--- config.mk ---
export PLATFORM = sky130hd
export DESIGN_NAME = adma_ctrl
export DESIGN_NICKNAME = d
export VERILOG_FILES = /design/src/inc/adma_pkg.sv /design/src/logic/adma_ctrl.sv /design/src/logic/adma_refresh_timer.sv
export VERILOG_INCLUDE_DIRS = /design/src /design/src/inc
export SDC_FILE = /design/constraint.sdc
export NUM_CORES = 1
export LEC_CHECK = 0
export ABC_CLOCK_PERIOD_IN_PS = 4120
export BUFFER_PORTS_ARGS = -buffer_cell sky130_fd_sc_hd__buf_2
export CAP_MARGIN = 15
export CORE_MARGIN = 3
export CORE_UTILIZATION = 55
export DETAILED_ROUTE_END_ITERATION = 10
export MAX_ROUTING_LAYER = met4
export PLACE_DENSITY = 0.78
export SLEW_MARGIN = 25
export SYNTH_ARGS = -nofsm -noshare
export SYNTH_HDL_FRONTEND = slang
export SYNTH_SLANG_ARGS = --single-unit
--- constraint.sdc ---
create_clock -name mclk -period 4.12 [get_ports mclk]
set_input_delay 0.206 -clock mclk [delete_from_list [all_inputs] [get_ports mclk]]
set_output_delay 0.206 -clock mclk [all_outputs]
set_load 0.1 [all_outputs]
--- src/inc/adma_map.svh ---
// Timing figures and fixed sizes for the asynchronous DRAM module controller.
// Assumes a single 200 MHz system clock; figures are in their printed units.
`ifndef ADMA_MAP_SVH
`define ADMA_MAP_SVH

// Clock and sizes
`define ADMA_CLK_NS 5
`define ADMA_ROW_BITS 11
`define ADMA_DATA_BITS 8
`define ADMA_SYNC_STAGES 2

// Power-up and refresh
`define ADMA_INIT_NS 200000
`define ADMA_INIT_RAS 8
`define ADMA_REF_ROWS 1024
`define ADMA_TREF_MS 16
`define ADMA_TRASP_MAX_NS 200000

// Fast grade figures in ns
`define ADMA_F_TRC_NS 150
`define ADMA_F_TRAS_NS 80
`define ADMA_F_TRP_NS 60
`define ADMA_F_TRCD_NS 25
`define ADMA_F_TRAH_NS 10
`define ADMA_F_TCAS_NS 20
`define ADMA_F_TCWL_NS 20
`define ADMA_F_TAA_NS 40
`define ADMA_F_TPC_NS 55
`define ADMA_F_TCSH_NS 80

// Slow grade figures in ns
`define ADMA_S_TRC_NS 180
`define ADMA_S_TRAS_NS 100
`define ADMA_S_TRP_NS 70
`define ADMA_S_TRCD_NS 25
`define ADMA_S_TRAH_NS 15
`define ADMA_S_TCAS_NS 25
`define ADMA_S_TCWL_NS 25
`define ADMA_S_TAA_NS 50
`define ADMA_S_TPC_NS 60
`define ADMA_S_TCSH_NS 100

// Figures shared by both grades in ns
`define ADMA_TCP_NS 10
`define ADMA_TCSR_NS 10
`define ADMA_TCHR_NS 30

// Page is closed this many cycles before the longest row-open time
`define ADMA_PAGE_MARGIN 64

`endif

--- src/inc/adma_pkg.sv ---
// Types shared by the DRAM module controller files.
// Assumes adma_map.svh is on the include path.
package adma_pkg;
  `include "adma_map.svh"

  typedef enum logic [3:0] {
    S_INIT_WAIT, S_RO_LOW, S_RAS_PRE, S_IDLE, S_ROW, S_COL,
    S_CAS, S_CAS_PRE, S_PAGE, S_CBR_CAS, S_CBR_RAS
  } adma_state_t;

  typedef struct packed {
    logic write;
    logic [`ADMA_ROW_BITS-1:0] row;
    logic [`ADMA_ROW_BITS-1:0] col;
    logic [`ADMA_DATA_BITS-1:0] wdata;
  } adma_req_t;

  typedef struct packed {
    logic ras_n;
    logic cas_n;
    logic we_n;
    logic [`ADMA_ROW_BITS-1:0] mux_address_lines;
    logic [`ADMA_DATA_BITS-1:0] data_lines_out;
    logic data_lines_oe;
  } adma_pins_t;

  typedef struct packed {
    adma_state_t state;
    logic [15:0] cnt;
    logic [15:0] rc;
    logic [15:0] pc;
    logic [3:0] init_left;
    logic ras_n;
    logic cas_n;
    logic we_n;
    logic [`ADMA_ROW_BITS-1:0] addr;
    logic [`ADMA_ROW_BITS-1:0] open_row;
    logic [`ADMA_ROW_BITS-1:0] ref_row;
    logic [`ADMA_DATA_BITS-1:0] dq_out;
    logic dq_oe;
    adma_req_t cur;
    logic [`ADMA_DATA_BITS-1:0] rdata;
    logic [`ADMA_DATA_BITS-1:0] sync1;
    logic [`ADMA_DATA_BITS-1:0] sync2;
    logic rsp_valid;
    logic ref_ack;
  } adma_regs_t;

  typedef struct packed {
    logic [11:0] cnt;
    logic due;
  } adma_tmr_t;

  // Least time in ns to whole clock cycles, rounded up, at least one
  function automatic int adma_cyc(input int ns);
    int c;
    c = (ns + `ADMA_CLK_NS - 1) / `ADMA_CLK_NS;
    return (c < 1) ? 1 : c;
  endfunction
endpackage

--- src/logic/adma_ctrl.sv ---
// Host controller for an asynchronous fast-page DRAM module.
// Assumes one 200 MHz clock; read data pins arrive asynchronously.
`timescale 1ns/1ps
`include "adma_map.svh"

// Operation
// - wait 200 us after reset, then run eight RAS-only cycles before use.
// - refresh 1024 rows per 16 ms by CAS-before-RAS or RAS-only.
// - each random access cycle lasts at least 150 or 180 ns.
// - open row serves several column cycles, each at least 55 or 60 ns.
// - RAS low in page mode at most 200000 ns, at least 80 or 100 ns.
// - CAS stays high at least 10 ns between page accesses.
// - write strobe low before CAS falls gives early write, outputs off.
// - write strobe high after CAS or RAS ends in a read.
// - CAS low at least 10 ns before RAS falls in CBR refresh.
// - CAS held low at least 30 ns after RAS falls in CBR refresh.
// - write strobe low at least 20 or 25 ns before CAS rises.
module adma_ctrl import adma_pkg::*; #(
  parameter bit FAST_GRADE = 1'b1,
  parameter int INIT_CYC = adma_cyc(`ADMA_INIT_NS),
  parameter int RASP_CYC = `ADMA_TRASP_MAX_NS / `ADMA_CLK_NS
) (
  // Clock and reset
  input wire logic mclk,
  input wire logic rst,
  // Access request
  input wire logic req_valid,
  input wire adma_req_t req,
  output logic req_ready,
  // Read answer
  output logic rsp_valid,
  output logic [`ADMA_DATA_BITS-1:0] rsp_rdata,
  // Configuration and status
  input wire logic ref_ras_only,
  output logic init_done,
  // Module pins
  output adma_pins_t pins,
  input wire logic [`ADMA_DATA_BITS-1:0] data_lines_in
);
  // ************************************************************
  // Timing in cycles
  // ************************************************************
  localparam int TRC_C = adma_cyc(FAST_GRADE ? `ADMA_F_TRC_NS : `ADMA_S_TRC_NS);
  localparam int TRAS_C = adma_cyc(FAST_GRADE ? `ADMA_F_TRAS_NS : `ADMA_S_TRAS_NS);
  localparam int TRP_C = adma_cyc(FAST_GRADE ? `ADMA_F_TRP_NS : `ADMA_S_TRP_NS);
  localparam int TRCD_C = adma_cyc(FAST_GRADE ? `ADMA_F_TRCD_NS : `ADMA_S_TRCD_NS);
  localparam int TRAH_C = adma_cyc(FAST_GRADE ? `ADMA_F_TRAH_NS : `ADMA_S_TRAH_NS);
  localparam int TCAS_C = adma_cyc(FAST_GRADE ? `ADMA_F_TCAS_NS : `ADMA_S_TCAS_NS);
  localparam int TCWL_C = adma_cyc(FAST_GRADE ? `ADMA_F_TCWL_NS : `ADMA_S_TCWL_NS);
  localparam int TAA_C = adma_cyc(FAST_GRADE ? `ADMA_F_TAA_NS : `ADMA_S_TAA_NS);
  localparam int TPC_C = adma_cyc(FAST_GRADE ? `ADMA_F_TPC_NS : `ADMA_S_TPC_NS);
  localparam int TCSH_C = adma_cyc(FAST_GRADE ? `ADMA_F_TCSH_NS : `ADMA_S_TCSH_NS);
  localparam int TCP_C = adma_cyc(`ADMA_TCP_NS);
  localparam int TCSR_C = adma_cyc(`ADMA_TCSR_NS);
  localparam int TCHR_C = adma_cyc(`ADMA_TCHR_NS);
  localparam int REF_INT_C = `ADMA_TREF_MS * 1000000 / `ADMA_REF_ROWS / `ADMA_CLK_NS;
  // Write CAS pulse covers both CAS width and write lead
  localparam int TCASW_C = (TCAS_C > TCWL_C) ? TCAS_C : TCWL_C;
  // Read CAS pulse also pays for the pin synchroniser
  localparam int TCASR_C = ((TAA_C > TCAS_C) ? TAA_C : TCAS_C) + `ADMA_SYNC_STAGES + 1;
  localparam int COLW_C = (TRCD_C > TRAH_C + 1) ? TRCD_C - TRAH_C - 1 : 0;
  localparam int CBR_C = (TRAS_C > TCHR_C) ? TRAS_C : TCHR_C;
  localparam int PAGE_LIM = RASP_CYC - `ADMA_PAGE_MARGIN;

  if (INIT_CYC < 1 || INIT_CYC > 65535 || PAGE_LIM < TRC_C || RASP_CYC > 65535)
  begin : g_chk
    $error("adma_ctrl: timing parameter out of range");
  end

  localparam adma_regs_t RST_VAL = '{
    state: S_INIT_WAIT, cnt: 16'(INIT_CYC - 1), rc: 16'hFFFF, pc: 16'hFFFF,
    init_left: 4'(`ADMA_INIT_RAS), ras_n: 1'b1, cas_n: 1'b1, we_n: 1'b1,
    addr: '0, open_row: '0, ref_row: '0, dq_out: '0, dq_oe: 1'b0, cur: '0,
    rdata: '0, sync1: '0, sync2: '0, rsp_valid: 1'b0, ref_ack: 1'b0};

  adma_regs_t st;
  adma_regs_t nx;
  logic ref_due;
  logic row_hit;
  logic page_ok;

  // ************************************************************
  // Refresh pacing
  // ************************************************************
  adma_refresh_timer #(.INTERVAL(REF_INT_C)) u_ref (
    .mclk(mclk),
    .rst(rst),
    .ack(st.ref_ack),
    .due(ref_due)
  );

  // ************************************************************
  // Access sequencer
  // ************************************************************
  // Page reuse only while the row is young enough to finish an access
  assign row_hit = (req.row == st.open_row);
  assign page_ok = !ref_due && (st.rc < 16'(PAGE_LIM));
  assign req_ready = (st.state == S_IDLE && !ref_due)
                   || (st.state == S_PAGE && page_ok && row_hit);

  always_comb begin
    nx = st;
    nx.rsp_valid = 1'b0;
    nx.ref_ack = 1'b0;
    nx.sync1 = data_lines_in;
    nx.sync2 = st.sync1;
    case (st.state)
      S_INIT_WAIT: begin
        if (st.cnt == 16'h0000) begin
          nx.state = S_RO_LOW;
          nx.ras_n = 1'b0;
          nx.addr = st.ref_row;
        end else begin
          nx.cnt = st.cnt - 16'h0001;
        end
      end
      S_RO_LOW: begin
        if (st.rc >= 16'(TRAS_C - 1)) begin
          nx.ras_n = 1'b1;
          nx.ref_row = st.ref_row + 11'h001;
          nx.state = S_RAS_PRE;
          nx.cnt = 16'(TRP_C - 1);
          if (st.init_left != 4'h0) begin
            nx.init_left = st.init_left - 4'h1;
          end
        end
      end
      S_RAS_PRE: begin
        if (st.cnt != 16'h0000) begin
          nx.cnt = st.cnt - 16'h0001;
        end else if (st.rc >= 16'(TRC_C - 1)) begin
          if (st.init_left != 4'h0) begin
            nx.state = S_RO_LOW;
            nx.ras_n = 1'b0;
            nx.addr = st.ref_row;
          end else begin
            nx.state = S_IDLE;
          end
        end
      end
      S_IDLE: begin
        if (ref_due) begin
          nx.ref_ack = 1'b1;
          if (ref_ras_only) begin
            nx.state = S_RO_LOW;
            nx.ras_n = 1'b0;
            nx.addr = st.ref_row;
          end else begin
            nx.state = S_CBR_CAS;
            nx.cas_n = 1'b0;
            nx.cnt = 16'(TCSR_C - 1);
          end
        end else if (req_valid) begin
          nx.state = S_ROW;
          nx.ras_n = 1'b0;
          nx.addr = req.row;
          nx.open_row = req.row;
          nx.cur = req;
          nx.cnt = 16'(TRAH_C - 1);
        end
      end
      S_ROW: begin
        if (st.cnt == 16'h0000) begin
          nx.state = S_COL;
          nx.addr = st.cur.col;
          nx.we_n = !st.cur.write;
          nx.dq_out = st.cur.wdata;
          nx.dq_oe = st.cur.write;
          nx.cnt = 16'(COLW_C);
        end else begin
          nx.cnt = st.cnt - 16'h0001;
        end
      end
      S_COL: begin
        if (st.cnt != 16'h0000) begin
          nx.cnt = st.cnt - 16'h0001;
        end else if (st.pc >= 16'(TPC_C - 1)) begin
          nx.state = S_CAS;
          nx.cas_n = 1'b0;
          nx.cnt = st.cur.write ? 16'(TCASW_C - 1) : 16'(TCASR_C - 1);
        end
      end
      S_CAS: begin
        if (st.cnt != 16'h0000) begin
          nx.cnt = st.cnt - 16'h0001;
        end else if (st.rc >= 16'(TCSH_C - 1)) begin
          nx.cas_n = 1'b1;
          nx.we_n = 1'b1;
          nx.dq_oe = 1'b0;
          nx.state = S_CAS_PRE;
          nx.cnt = 16'(TCP_C - 1);
          if (!st.cur.write) begin
            nx.rdata = st.sync2;
            nx.rsp_valid = 1'b1;
          end
        end
      end
      S_CAS_PRE: begin
        if (st.cnt == 16'h0000) begin
          nx.state = S_PAGE;
        end else begin
          nx.cnt = st.cnt - 16'h0001;
        end
      end
      S_PAGE: begin
        if (!page_ok || (req_valid && !row_hit)) begin
          if (st.rc >= 16'(TRAS_C - 1)) begin
            nx.ras_n = 1'b1;
            nx.state = S_RAS_PRE;
            nx.cnt = 16'(TRP_C - 1);
          end
        end else if (req_valid) begin
          nx.state = S_COL;
          nx.cur = req;
          nx.addr = req.col;
          nx.we_n = !req.write;
          nx.dq_out = req.wdata;
          nx.dq_oe = req.write;
          nx.cnt = 16'h0000;
        end
      end
      S_CBR_CAS: begin
        if (st.cnt == 16'h0000) begin
          nx.state = S_CBR_RAS;
          nx.ras_n = 1'b0;
        end else begin
          nx.cnt = st.cnt - 16'h0001;
        end
      end
      S_CBR_RAS: begin
        if (st.rc >= 16'(CBR_C - 1)) begin
          nx.ras_n = 1'b1;
          nx.cas_n = 1'b1;
          nx.state = S_RAS_PRE;
          nx.cnt = 16'(TRP_C - 1);
        end
      end
      default: begin
        nx = RST_VAL;
      end
    endcase
    // Cycle ages since the last strobe fall, saturating
    if (st.ras_n && !nx.ras_n) begin
      nx.rc = 16'h0000;
    end else if (st.rc != 16'hFFFF) begin
      nx.rc = st.rc + 16'h0001;
    end
    if (st.cas_n && !nx.cas_n) begin
      nx.pc = 16'h0000;
    end else if (st.pc != 16'hFFFF) begin
      nx.pc = st.pc + 16'h0001;
    end
  end

  always_ff @(posedge mclk) begin
    if (rst) begin
      st <= RST_VAL;
    end else begin
      st <= nx;
    end
  end

  // Outputs straight from the state register
  assign pins = '{ras_n: st.ras_n, cas_n: st.cas_n, we_n: st.we_n,
                  mux_address_lines: st.addr, data_lines_out: st.dq_out,
                  data_lines_oe: st.dq_oe};
  assign rsp_valid = st.rsp_valid;
  assign rsp_rdata = st.rdata;
  assign init_done = (st.init_left == 4'h0);
endmodule // adma_ctrl

--- src/logic/adma_refresh_timer.sv ---
// Refresh interval timer: raises a sticky request once per row interval.
// Assumes the acknowledge is a one-cycle pulse from the controller.
`timescale 1ns/1ps
module adma_refresh_timer import adma_pkg::*; #(
  parameter int INTERVAL = 3125
) (
  // Clock and reset
  input wire logic mclk,
  input wire logic rst,
  // Request and acknowledge
  input wire logic ack,
  output logic due
);
  adma_tmr_t st;
  adma_tmr_t nx;

  if (INTERVAL < 2 || INTERVAL > 4095) begin : g_chk
    $error("adma_refresh_timer: INTERVAL out of range");
  end

  // Count down; a new tick beats an acknowledge in the same cycle
  always_comb begin
    nx = st;
    if (st.cnt == 12'h000) begin
      nx.cnt = 12'(INTERVAL - 1);
      nx.due = 1'b1;
    end else begin
      nx.cnt = st.cnt - 12'h001;
      if (ack) begin
        nx.due = 1'b0;
      end
    end
  end

  always_ff @(posedge mclk) begin
    if (rst) begin
      st <= '{cnt: 12'(INTERVAL - 1), due: 1'b0};
    end else begin
      st <= nx;
    end
  end

  assign due = st.due;
endmodule // adma_refresh_timer

Yosys cells after proc, flatten, opt, wreduce, memory -nomap -nowiden

Cells that the tools add are included.

Reductions and logical operators: 49
Muxes and demuxes: 85
Magnitude comparators: 4
Add/subtract/negate cells: 6
Bitwise logic cells: 11
Eq/ne operators: 40

Operators with widths:

| cell                    | count |
|---|---|
| $pmux W20 S10           | 1 |
| $mux W16                | 10 |
| $mux W20                | 7 |
| $pmux W31 S3            | 1 |
| $mux W11                | 8 |
| $mux W40                | 2 |
| $pmux W11 S6            | 1 |
| $mux W31                | 2 |
| $mux W4                 | 11 |
| $pmux W11 S2            | 2 |
| $ne A2 B2 Y1 const B    | 19 |
| $mux W12                | 3 |
| $add A16 B1 Y16 const B | 2 |
| $ge A16 B4 Y1 const B   | 2 |
| $mux W32                | 1 |
| $ne A16 B16 Y1 const B  | 2 |
| $reduce_or A10 Y1       | 3 |
| $mux W8                 | 3 |
| $pmux W8 S3             | 1 |
| $mux W22                | 1 |
| $mux W1                 | 19 |
| $reduce_or A9 Y1        | 2 |
| $eq A4 B3 Y1 const B    | 4 |
| $ge A16 B5 Y1 const B   | 1 |
| 43 further kinds        | 87 |

Input port bits: 43
Register bits: 160

Longest topological paths before layout

Gate-level depths: netlist of the first run.

Depth after elaboration: 9
Mapped depth: 14
Depth with buffers taken out: 12

Modules after synthesis

From an unflattened synthesis of the first run, not the netlist that was laid out.

Cell total of the unflattened synthesis: 1077
Area total of the unflattened synthesis: 8680.8 µm²

By module, submodules not included:

| module             | cells an instance | times used | seq. area each (µm²) | area an instance (µm²) |
|---|---|---|---|---|
| adma_ctrl          | 1011              | 1          | 2942.8               | 8075.2 |
| adma_refresh_timer | 66                | 1          | 260.2                | 605.6 |

Worst setup path before layout of the first run

Ideal clock, no wire load.

Kind: flip-flop to flip-flop
From: reg st[102] (netlist bit)
To: reg st[132] (netlist bit)
Library setup time: 70 ps
Data required time: 4050 ps
Path buffers: 2
Clock period less this slack: 4092 ps
Path slack: 28 ps
Data arrival time: 4022 ps
Stages on the path, launching flop included: 10
Cell sequence: dfxtp_1 -> inv_1 -> ha_1 -> nor3b_1 -> a32oi_1 -> and4_1 -> and3_1 -> buf_2 -> buf_4 -> a21oi_1

Word-level cells in the longest chain between the ends: 8

RTL lines:

| what                                               | line             | RTL |
|---|---|---|
| from (decl)                                        | adma_ctrl.sv:76  | `adma_regs_t st;` |
| from (signal assigned)                             | adma_ctrl.sv:259 | `st <= nx;` |
| $reduce_bool A4 Y1 *                               | adma_ctrl.sv:132 | `if (st.init_left != 4'h0) begin` |
| $mux W1 *                                          | adma_ctrl.sv:132 |  |
| $mux W1 *                                          | adma_ctrl.sv:131 | `end else if (st.rc >= 16'(TRC_C - 1)) begin` |
| $mux W1 *                                          | adma_ctrl.sv:129 | `if (st.cnt != 16'h0000) begin` |
| $pmux W1 S7 *                                      | adma_ctrl.sv:107 | `case (st.state)` |
| $logic_not A1 Y1 *                                 | adma_ctrl.sv:243 | `if (st.ras_n && !nx.ras_n) begin` |
| $logic_and A1 B1 Y1 *                              | adma_ctrl.sv:243 |  |
| $ne A3 B1 Y1 (no line) or $mux W16 (tied branches) | -                |  |

Mark *: on every way between the ends. The rest lies on a longest branch, timed or not.
A chain may end at the register's enable or synchronous reset.

Final worst setup path of the first run

From: reg st[138] (netlist bit)
To: reg st, in the netlist pins[0]

Word-level cells in the longest chain between the ends: 3

RTL lines:

| what                                                     | line |
|---|---|
| $reduce_bool A16 Y1 or $logic_not A16 Y1 (tied branches) | adma_ctrl.sv:184, adma_ctrl.sv:163 |
| $ne A2 B2 Y1 (no line)                                   | - |
| $reduce_and A6 Y1 (no line) *                            | - |

Marked as above.

==> results of run 1 <==
-- registers in the layout, indices dropped and copies added (netlist names) --
signal     count
st           115
pins          23
u_ref.st      12
rsp_rdata      8
rsp_valid      1
u_ref.due      1
-- worst max-delay path, delay by kind of cell, from the launching register on --
family | cells | cell delay, ps
simple gates | 2 | 870
mux | 1 | 370
compound gates | 3 | 820
fa+ha+maj | 1 | 230
flops | 1 | 370
buf+inv | 2 | 400
-- synth_stat cells (3+ instances only) --
| cell type | count | area (µm²) |
|---|---|---|
| nand2_1 | 91 | 342 |
| nand3_1 | 69 | 345 |
| or3_1 | 8 | 50.1 |
| nor2b_1 | 4 | 25.0 |
| a22oi_1 | 31 | 233 |
| and2_1 | 9 | 56.3 |
| o211a_1 | 3 | 30.0 |
| a21o_1 | 6 | 45.0 |
| ha_1 | 12 | 150 |
| nor4_1 | 18 | 113 |
| o21a_1 | 4 | 30.0 |
| or2_2 | 3 | 18.8 |
| o211ai_1 | 4 | 30.0 |
| nand2b_1 | 17 | 106 |
| a31oi_1 | 13 | 81.3 |
| and4_1 | 6 | 52.6 |
| o21ai_1 | 3 | 15.0 |
| buf_4 | 38 | 285 |
| a311oi_1 | 3 | 26.3 |
| nand4_1 | 12 | 75.1 |
| nand3b_1 | 5 | 37.5 |
| mux2i_1 | 8 | 80.1 |
| nor3b_1 | 4 | 30.0 |
| a311oi_2 | 10 | 150 |
| o21ai_0 | 46 | 230 |
| a21oi_1 | 103 | 515 |
| and3_1 | 28 | 175 |
| xnor2_1 | 20 | 175 |
| dfxtp_1 | 160 | 3200 |
| a211oi_1 | 13 | 97.6 |
| buf_2 | 14 | 70.1 |
| inv_1 | 19 | 71.3 |
| nor2_1 | 91 | 342 |
| a32o_1 | 3 | 30.0 |
| nor3_1 | 16 | 80.1 |
| xor2_1 | 31 | 272 |
| clkbuf_1 | 37 | 139 |
| buf_6 | 3 | 33.8 |
-- worst max path at each step --
stage / slack (ps) / startpoint / to / depth (start not counted)
final: 970 / st[138] / pins[0] / 9
after global routing: 710 / st[138] / pins[0] / 9
after CTS: 1040 / st[138] / st[149] / 10
after detailed placement: 1080 / st[138] / st[149] / 10
after global placement: 1140 / st[157] / st[153] / 7
after floorplan: 30 / st[102] / st[132] / 9
-- cell type report --
class	instances	area (µm²)
Inverter	21	78.8
Clock inverter	14	145
Fill cell	1260	5510
Multi-Input combinational cell	736	4500
Tap cell	184	230
Clock buffer	18	429
Timing Repair Buffer	97	548
Sequential cell	160	3200
-- kinds of logic after synthesis --
family,Yosys count,share of synthesized area [%]
buffers and inverters,115,7.38
adders and majority gates,12,1.80
DFF,160,38.5
xor gates and xnor gates,51,5.37
AOI/OAI and AO/OA,268,21.4
muxes,10,1.23
and+or+nand+nor,395,24.3
-- power breakdown --
part,switching [mW],internal [mW]
clock network,0.688,0.853
logic,0.211,0.187
registers,0.0634,1.61
-- placed cells by master, fill, tap and decap left out, types with 18 or more instances in the layout --
cell type	synthesis	routed
a21oi_1	103	103
a22oi_1	31	31
and3_1	28	28
buf_2	14	76
dfxtp_1	160	160
inv_1	19	19
nand2_1	91	91
nand3_1	69	69
nor2_1	91	91
nor4_1	18	18
o21ai_0	46	46
xnor2_1	20	20
xor2_1	31	31
-- metal layers --
metal	part of all wire, %	track usage [%]	wire (µm)	up-vias
met4	2.4	10.3	501	0
met3	7.3	5.19	1510	46
met5	0	-	0	-
met1	45	34.7	9380	3485
li1	-	-	-	3656
met2	45	36.8	9280	295
-- metrics by stage --
step | utilization, % | hold WS (ps) | instances | area, µm² | power, mW
floorplan | - | 358 | 1011 | 8320 | 1.99
global placement | 58.2 | 424 | 1194 | 8520 | 2.08
detailed placement | 58.2 | 432 | 1194 | 8520 | 2.09
CTS | 62.3 | 0.251 | 1229 | 9130 | 3.63
global route | 62.4 | 5.97 | 1230 | 9140 | 3.77
finish | 62.4 | 3.97 | 1230 | 9140 | 3.61
-- repair_timing --
| action | in CTS | in global routing |
|---|---|---|
| resized for setup | 0 | 0 |
| endpoints found under the hold margin | 3 | 1 |
| hold buffers | 3 | 1 |
==> impl_metrics.yaml, run 1 <==
global_routing:
  grt_pass1_wl_um: 33500
  antenna_found_initial: 0
  grt_max_degree: 72
  grt_pass1_vias: 6717
  overflow: 0
  grt_use_total_pct: 25.4
synthesis:
  synthArstFlopShare_pct: 0
  synthCells: 1011
  ys_seq_area_share_pct: 38.5
  synth_edf_count: 0
  synth_area_um2: 8320
  synth-seq-cells: 160
  syn_nets: 1066
  synth_cell_types: 74
  yosysWarnings: 0
  syn_avg_cell_area_um2: 8.23
  synth_ff_type: "dfxtp_1"
cts:
  numCtsBuffers: 17
  ctsRootBufferMaster: "clkbuf_16"
  htreeDepth: 4
  cts_setup_buffers: 0
  cts_sinks: 160
  path_clk_slew_ps: 70
  clk_path_buf_depth: 2
  clk_latency_ps: 440
  cts_tree: "built"
routing:
  postRouteAntennaNets: 0
  first_pass_iters: 5
  vias: 7482
  viasPerCell: 6.08
  drt_wl_total_um: 20700
  first_iter_violations: 794
  wire_per_inst_um: 16.8
  drc: 0
timing:
  hold_viol: 0
  rsz0062_at_grt: "false"
  tns_ps: 0
  worstMarginPinSlew_ps: 1020
  fin_worst_skew_ps: 26.6
  timing.fmax_ghz: 0.317
  maxSlewHeadroom_pct: 31.9
  timing.final.ws_setup_ps: 969
  finalMaxSlewViolations: 0
  period_share_pct: 76.5
  period_needed_ps: 3150
  setup_viol: 0
run_status:
  status: "completed"
worst_setup_path:
  worstSetupPathType: "flop to flop"
  reg2reg_to: "pins[0]"
  critPathMaxStageDelay_ps: 490
  r2r_setup_slack_ps: 970
  cp_slowest_cell: "and4_1"
  reg2reg_from: "st[138]"
  cp.arrival_ps: 3460
  path_cells: "inv_1 -> ha_1 -> nor4b_4 -> and4_1 -> inv_2 -> o21ai_0 -> a21oi_1 -> a2111oi_4 -> mux2_2"
  critPathRequiredTime_ps: 4430
  ff2ff_path_depth: 9
  cp_max_fo: 14
  setup.worst_path.end_class: "flop"
  cp-start-kind: "flop"
placed_design:
  post-place-ws_ps: 1080
  port_buffers: 76
  hpwlAfterDp_um: 13800
  gp_congestion: 0.961
finish:
  nets: 1088
  areaGrowthSynthToFinish_pct: 9.82
  antenna_cells: 0
  drive_gt1_share_pct: 14.7
die:
  die_y_um: 129
  io_pins: 77
  core-area_um2: 14600
  die_x_um: 129
  die_area_um2: 16600
  rows: 44
  start_util_pct: 56.8
job:
  max_cap_violations: 0
min_path:
  hp-class: "primary input to flop"
  min-delay-start: "data_lines_in[1]"
  whs_path_depth: 2
  hold_end: "st[11]"
pwr:
  vdd_drop_max_mv: 0.514
  cellPowerDensity_nw_per_um2: 395
  p_leak_nw: 3.51
Power figures use the tool's default switching activity.
==> run 2, diff against run 1 <==
--- a/config.mk
+++ b/config.mk
@@ -6,14 +6,14 @@
 export SDC_FILE = /design/constraint.sdc
 export NUM_CORES = 1
 export LEC_CHECK = 0
-export ABC_CLOCK_PERIOD_IN_PS = 4120
+export ABC_CLOCK_PERIOD_IN_PS = 2700
 export BUFFER_PORTS_ARGS = -buffer_cell sky130_fd_sc_hd__buf_2
 export CAP_MARGIN = 15
 export CORE_MARGIN = 3
-export CORE_UTILIZATION = 55
+export CORE_UTILIZATION = 54
 export DETAILED_ROUTE_END_ITERATION = 10
 export MAX_ROUTING_LAYER = met4
-export PLACE_DENSITY = 0.78
+export PLACE_DENSITY = 0.79
 export SLEW_MARGIN = 25
 export SYNTH_ARGS = -nofsm -noshare
 export SYNTH_HDL_FRONTEND = slang
==> constraint.sdc (replaced) <==
create_clock -name mclk -period 2.7 [get_ports mclk]
set_input_delay 0.135 -clock mclk [delete_from_list [all_inputs] [get_ports mclk]]
set_output_delay 0.135 -clock mclk [all_outputs]
set_load 0.1 [all_outputs]
==> run 2 against run 1 <==
Compared with the run above:
- first-iteration DRC count up 11%
- largest power group unchanged
- routed wire length grew 14%
- highest routed layer unchanged
- sequential power rose by 52%
- worst hold slack better by 11 ps
==> impl_metrics.yaml, run 2 (synthesized netlist as in run 1, its figures left out) <==
pwr:
  combPwrFrac_pct: 12.0
  p_switching_mw: 1.49
  total_power_mw: 5.48
  p_leak_nw: 4.02
  p_clk_share_pct: 41.6
  power_frac_seq_pct: 46.4
  netSwitchingFraction_pct: 27.2
  cellPowerDensity_nw_per_um2: 543
  vdd_drop_max_mv: 0.496
  intPower_mw: 3.99
global_routing:
  grt_use_total_pct: 28.7
  grt_max_degree: 35
  grt_pass1_wl_um: 37800
  antenna_found_initial: 1
  overflow: 0
  grt_pass1_vias: 7752
routing:
  first_pass_iters: 5
  first_iter_violations: 885
  vias: 8228
  wire_per_inst_um: 17.6
  postRouteAntennaNets: 0
  drc: 0
  drt_wl_total_um: 23500
  viasPerCell: 6.15
worst_setup_path:
  critPathRequiredTime_ps: 3020
  cp_max_fo: 5
  cp_num_buf_inv: 4
  critPathMaxStageDelay_ps: 560
  crit_end: "st[153]"
  cp.arrival_ps: 3010
  reg2reg_to: "st[153]"
  cp_num_cells: 10
  crit_path_start: "req[28]"
  path_cells: "dlygate4sd3_1 -> buf_2 -> xor2_1 -> nor4_1 -> nand3_1 -> buf_4 -> a311oi_2 -> o21ai_0 -> buf_4 -> o32a_1"
  critPathMostFrequentCell: "buf_4"
  r2r_setup_slack_ps: 90
  setup.worst_path.end_class: "flop"
  ff2ff_path_depth: 8
  reg2reg_from: "st[86]"
  worstSetupPathType: "primary input to flop"
  critPathTopFamily: "buffers and inverters"
  cp-start-kind: "primary input"
  cp_slowest_cell: "dlygate4sd3_1"
timing:
  maxSlewHeadroom_pct: 44.8
  finalMaxSlewViolations: 0
  period_needed_ps: 2690
  worst_hold_slack_ps: 14.5
  rsz0062_at_grt: "true"
  setup_viol: 0
  timing.fmax_ghz: 0.372
  period_share_pct: 99.6
  hold_viol: 0
  worstMarginPinSlew_ps: 825
  fin_worst_skew_ps: 10.2
cts:
  htreeDepth: 4
  cts_sinks: 160
  cts_tree: "built"
  clk_path_buf_depth: 2
  numCtsBuffers: 17
  clk_latency_ps: 430
  path_clk_slew_ps: 60
  ctsRootBufferMaster: "clkbuf_16"
die:
  core-area_um2: 14800
  die_x_um: 130
  io_pins: 77
  rows: 44
  die_area_um2: 16900
  die_y_um: 130
  start_util_pct: 56.2
run_status:
  status: "completed"
finish:
  largest_register_ffs: 115
  final_cell_mix: "dfxtp_1 (159), a21oi_1 (103), nand2_1 (91), nor2_1 (91), buf_4 (85)"
  nets: 1193
  final_common_cell: "dfxtp_1"
  areaGrowthSynthToFinish_pct: 21.2
  drive_gt1_share_pct: 20.4
  top_register: "st"
placed_design:
  gp_congestion: 0.922
  hpwlAfterDp_um: 15600
  port_buffers: 76
job:
  max_cap_violations: 0
min_path:
  hp-class: "primary input to flop"
==> run 2: changes by cell type in the layout (fill, tap and decap cells not counted), sizes merged, moves of 2 or more <==
cell	previous run	this run
diode	0	2
clkinvlp	2	0
buf	93	163
clkinv	4	9
dlygate4sd3	4	38
==> run 2: worst min-delay path by stage <==
stage,depth (start not counted),start,to,slack [ps]
floorplan,2,req[0],st[26],290
global placement,2,data_lines_in[3],st[13],370
detailed placement,2,data_lines_in[7],st[17],370
CTS,3,req[30],st[56],9
global route,3,req[30],st[56],20
finish,3,req[30],st[56],10
==> run 2: final cells by class <==
class                      count  area, µm²
fill                        1151       4730
multi-input combinational    736       4550
sequential                   160       3200
timing repair buffer         202       1470
clock buffer                  17        425
tap                          184        230
clock inverter                15        128
inverter                      21       78.8
antenna                        2       5.00
==> run 2: power by group through the flow <==
stage               clock network (mW)  logic, mW  registers (mW)
detailed placement                   0      0.595            2.59
global route                      2.39      0.733            2.56
floorplan                            0      0.465            2.57
CTS                               2.31      0.649            2.54
finish                            2.28      0.657            2.54
global placement                     0      0.583            2.59
==> run 2: through the flow <==
| stage | util (%) | instances | instance area, µm² | setup slack [ps] | TNS (ps) |
|---|---|---|---|---|---|
| floorplan | - | 1011 | 8330 | 30.7 | 0 |
| global placement | 61.4 | 1263 | 9090 | 143 | 0 |
| detailed placement | 61.4 | 1263 | 9090 | -28.2 | -35.9 |
| CTS | 67.7 | 1333 | 10000 | 100 | 0 |
| global route | 68.1 | 1336 | 10100 | -22.2 | -56.1 |
| finish | 68.1 | 1337 | 10100 | 9.92 | 0 |
==> run 2: worst min-delay path: stages <==
cell     delay, ps
buf_2          120
nand3_1         60
a21oi_1         70
==> run 2: layer usage <==
metal / up-vias / part of all wire, % / track usage, %
met4: 0 / 4.1 / 13.2
met3: 95 / 7.2 / 5.03
li1: 3880 / - / -
met1: 3851 / 42 / 36.6
met2: 402 / 46 / 44.4
met5: - / 0 / -
==> run 2: timing repair <==
item,4_1_cts,5_1_grt
hold buffers,38,0
gates cloned,0,1
pin swaps,0,1
resized for setup,1,11
endpoints found under the hold margin,38,0
endpoints found under the setup margin,8,46
buffers inserted,0,1
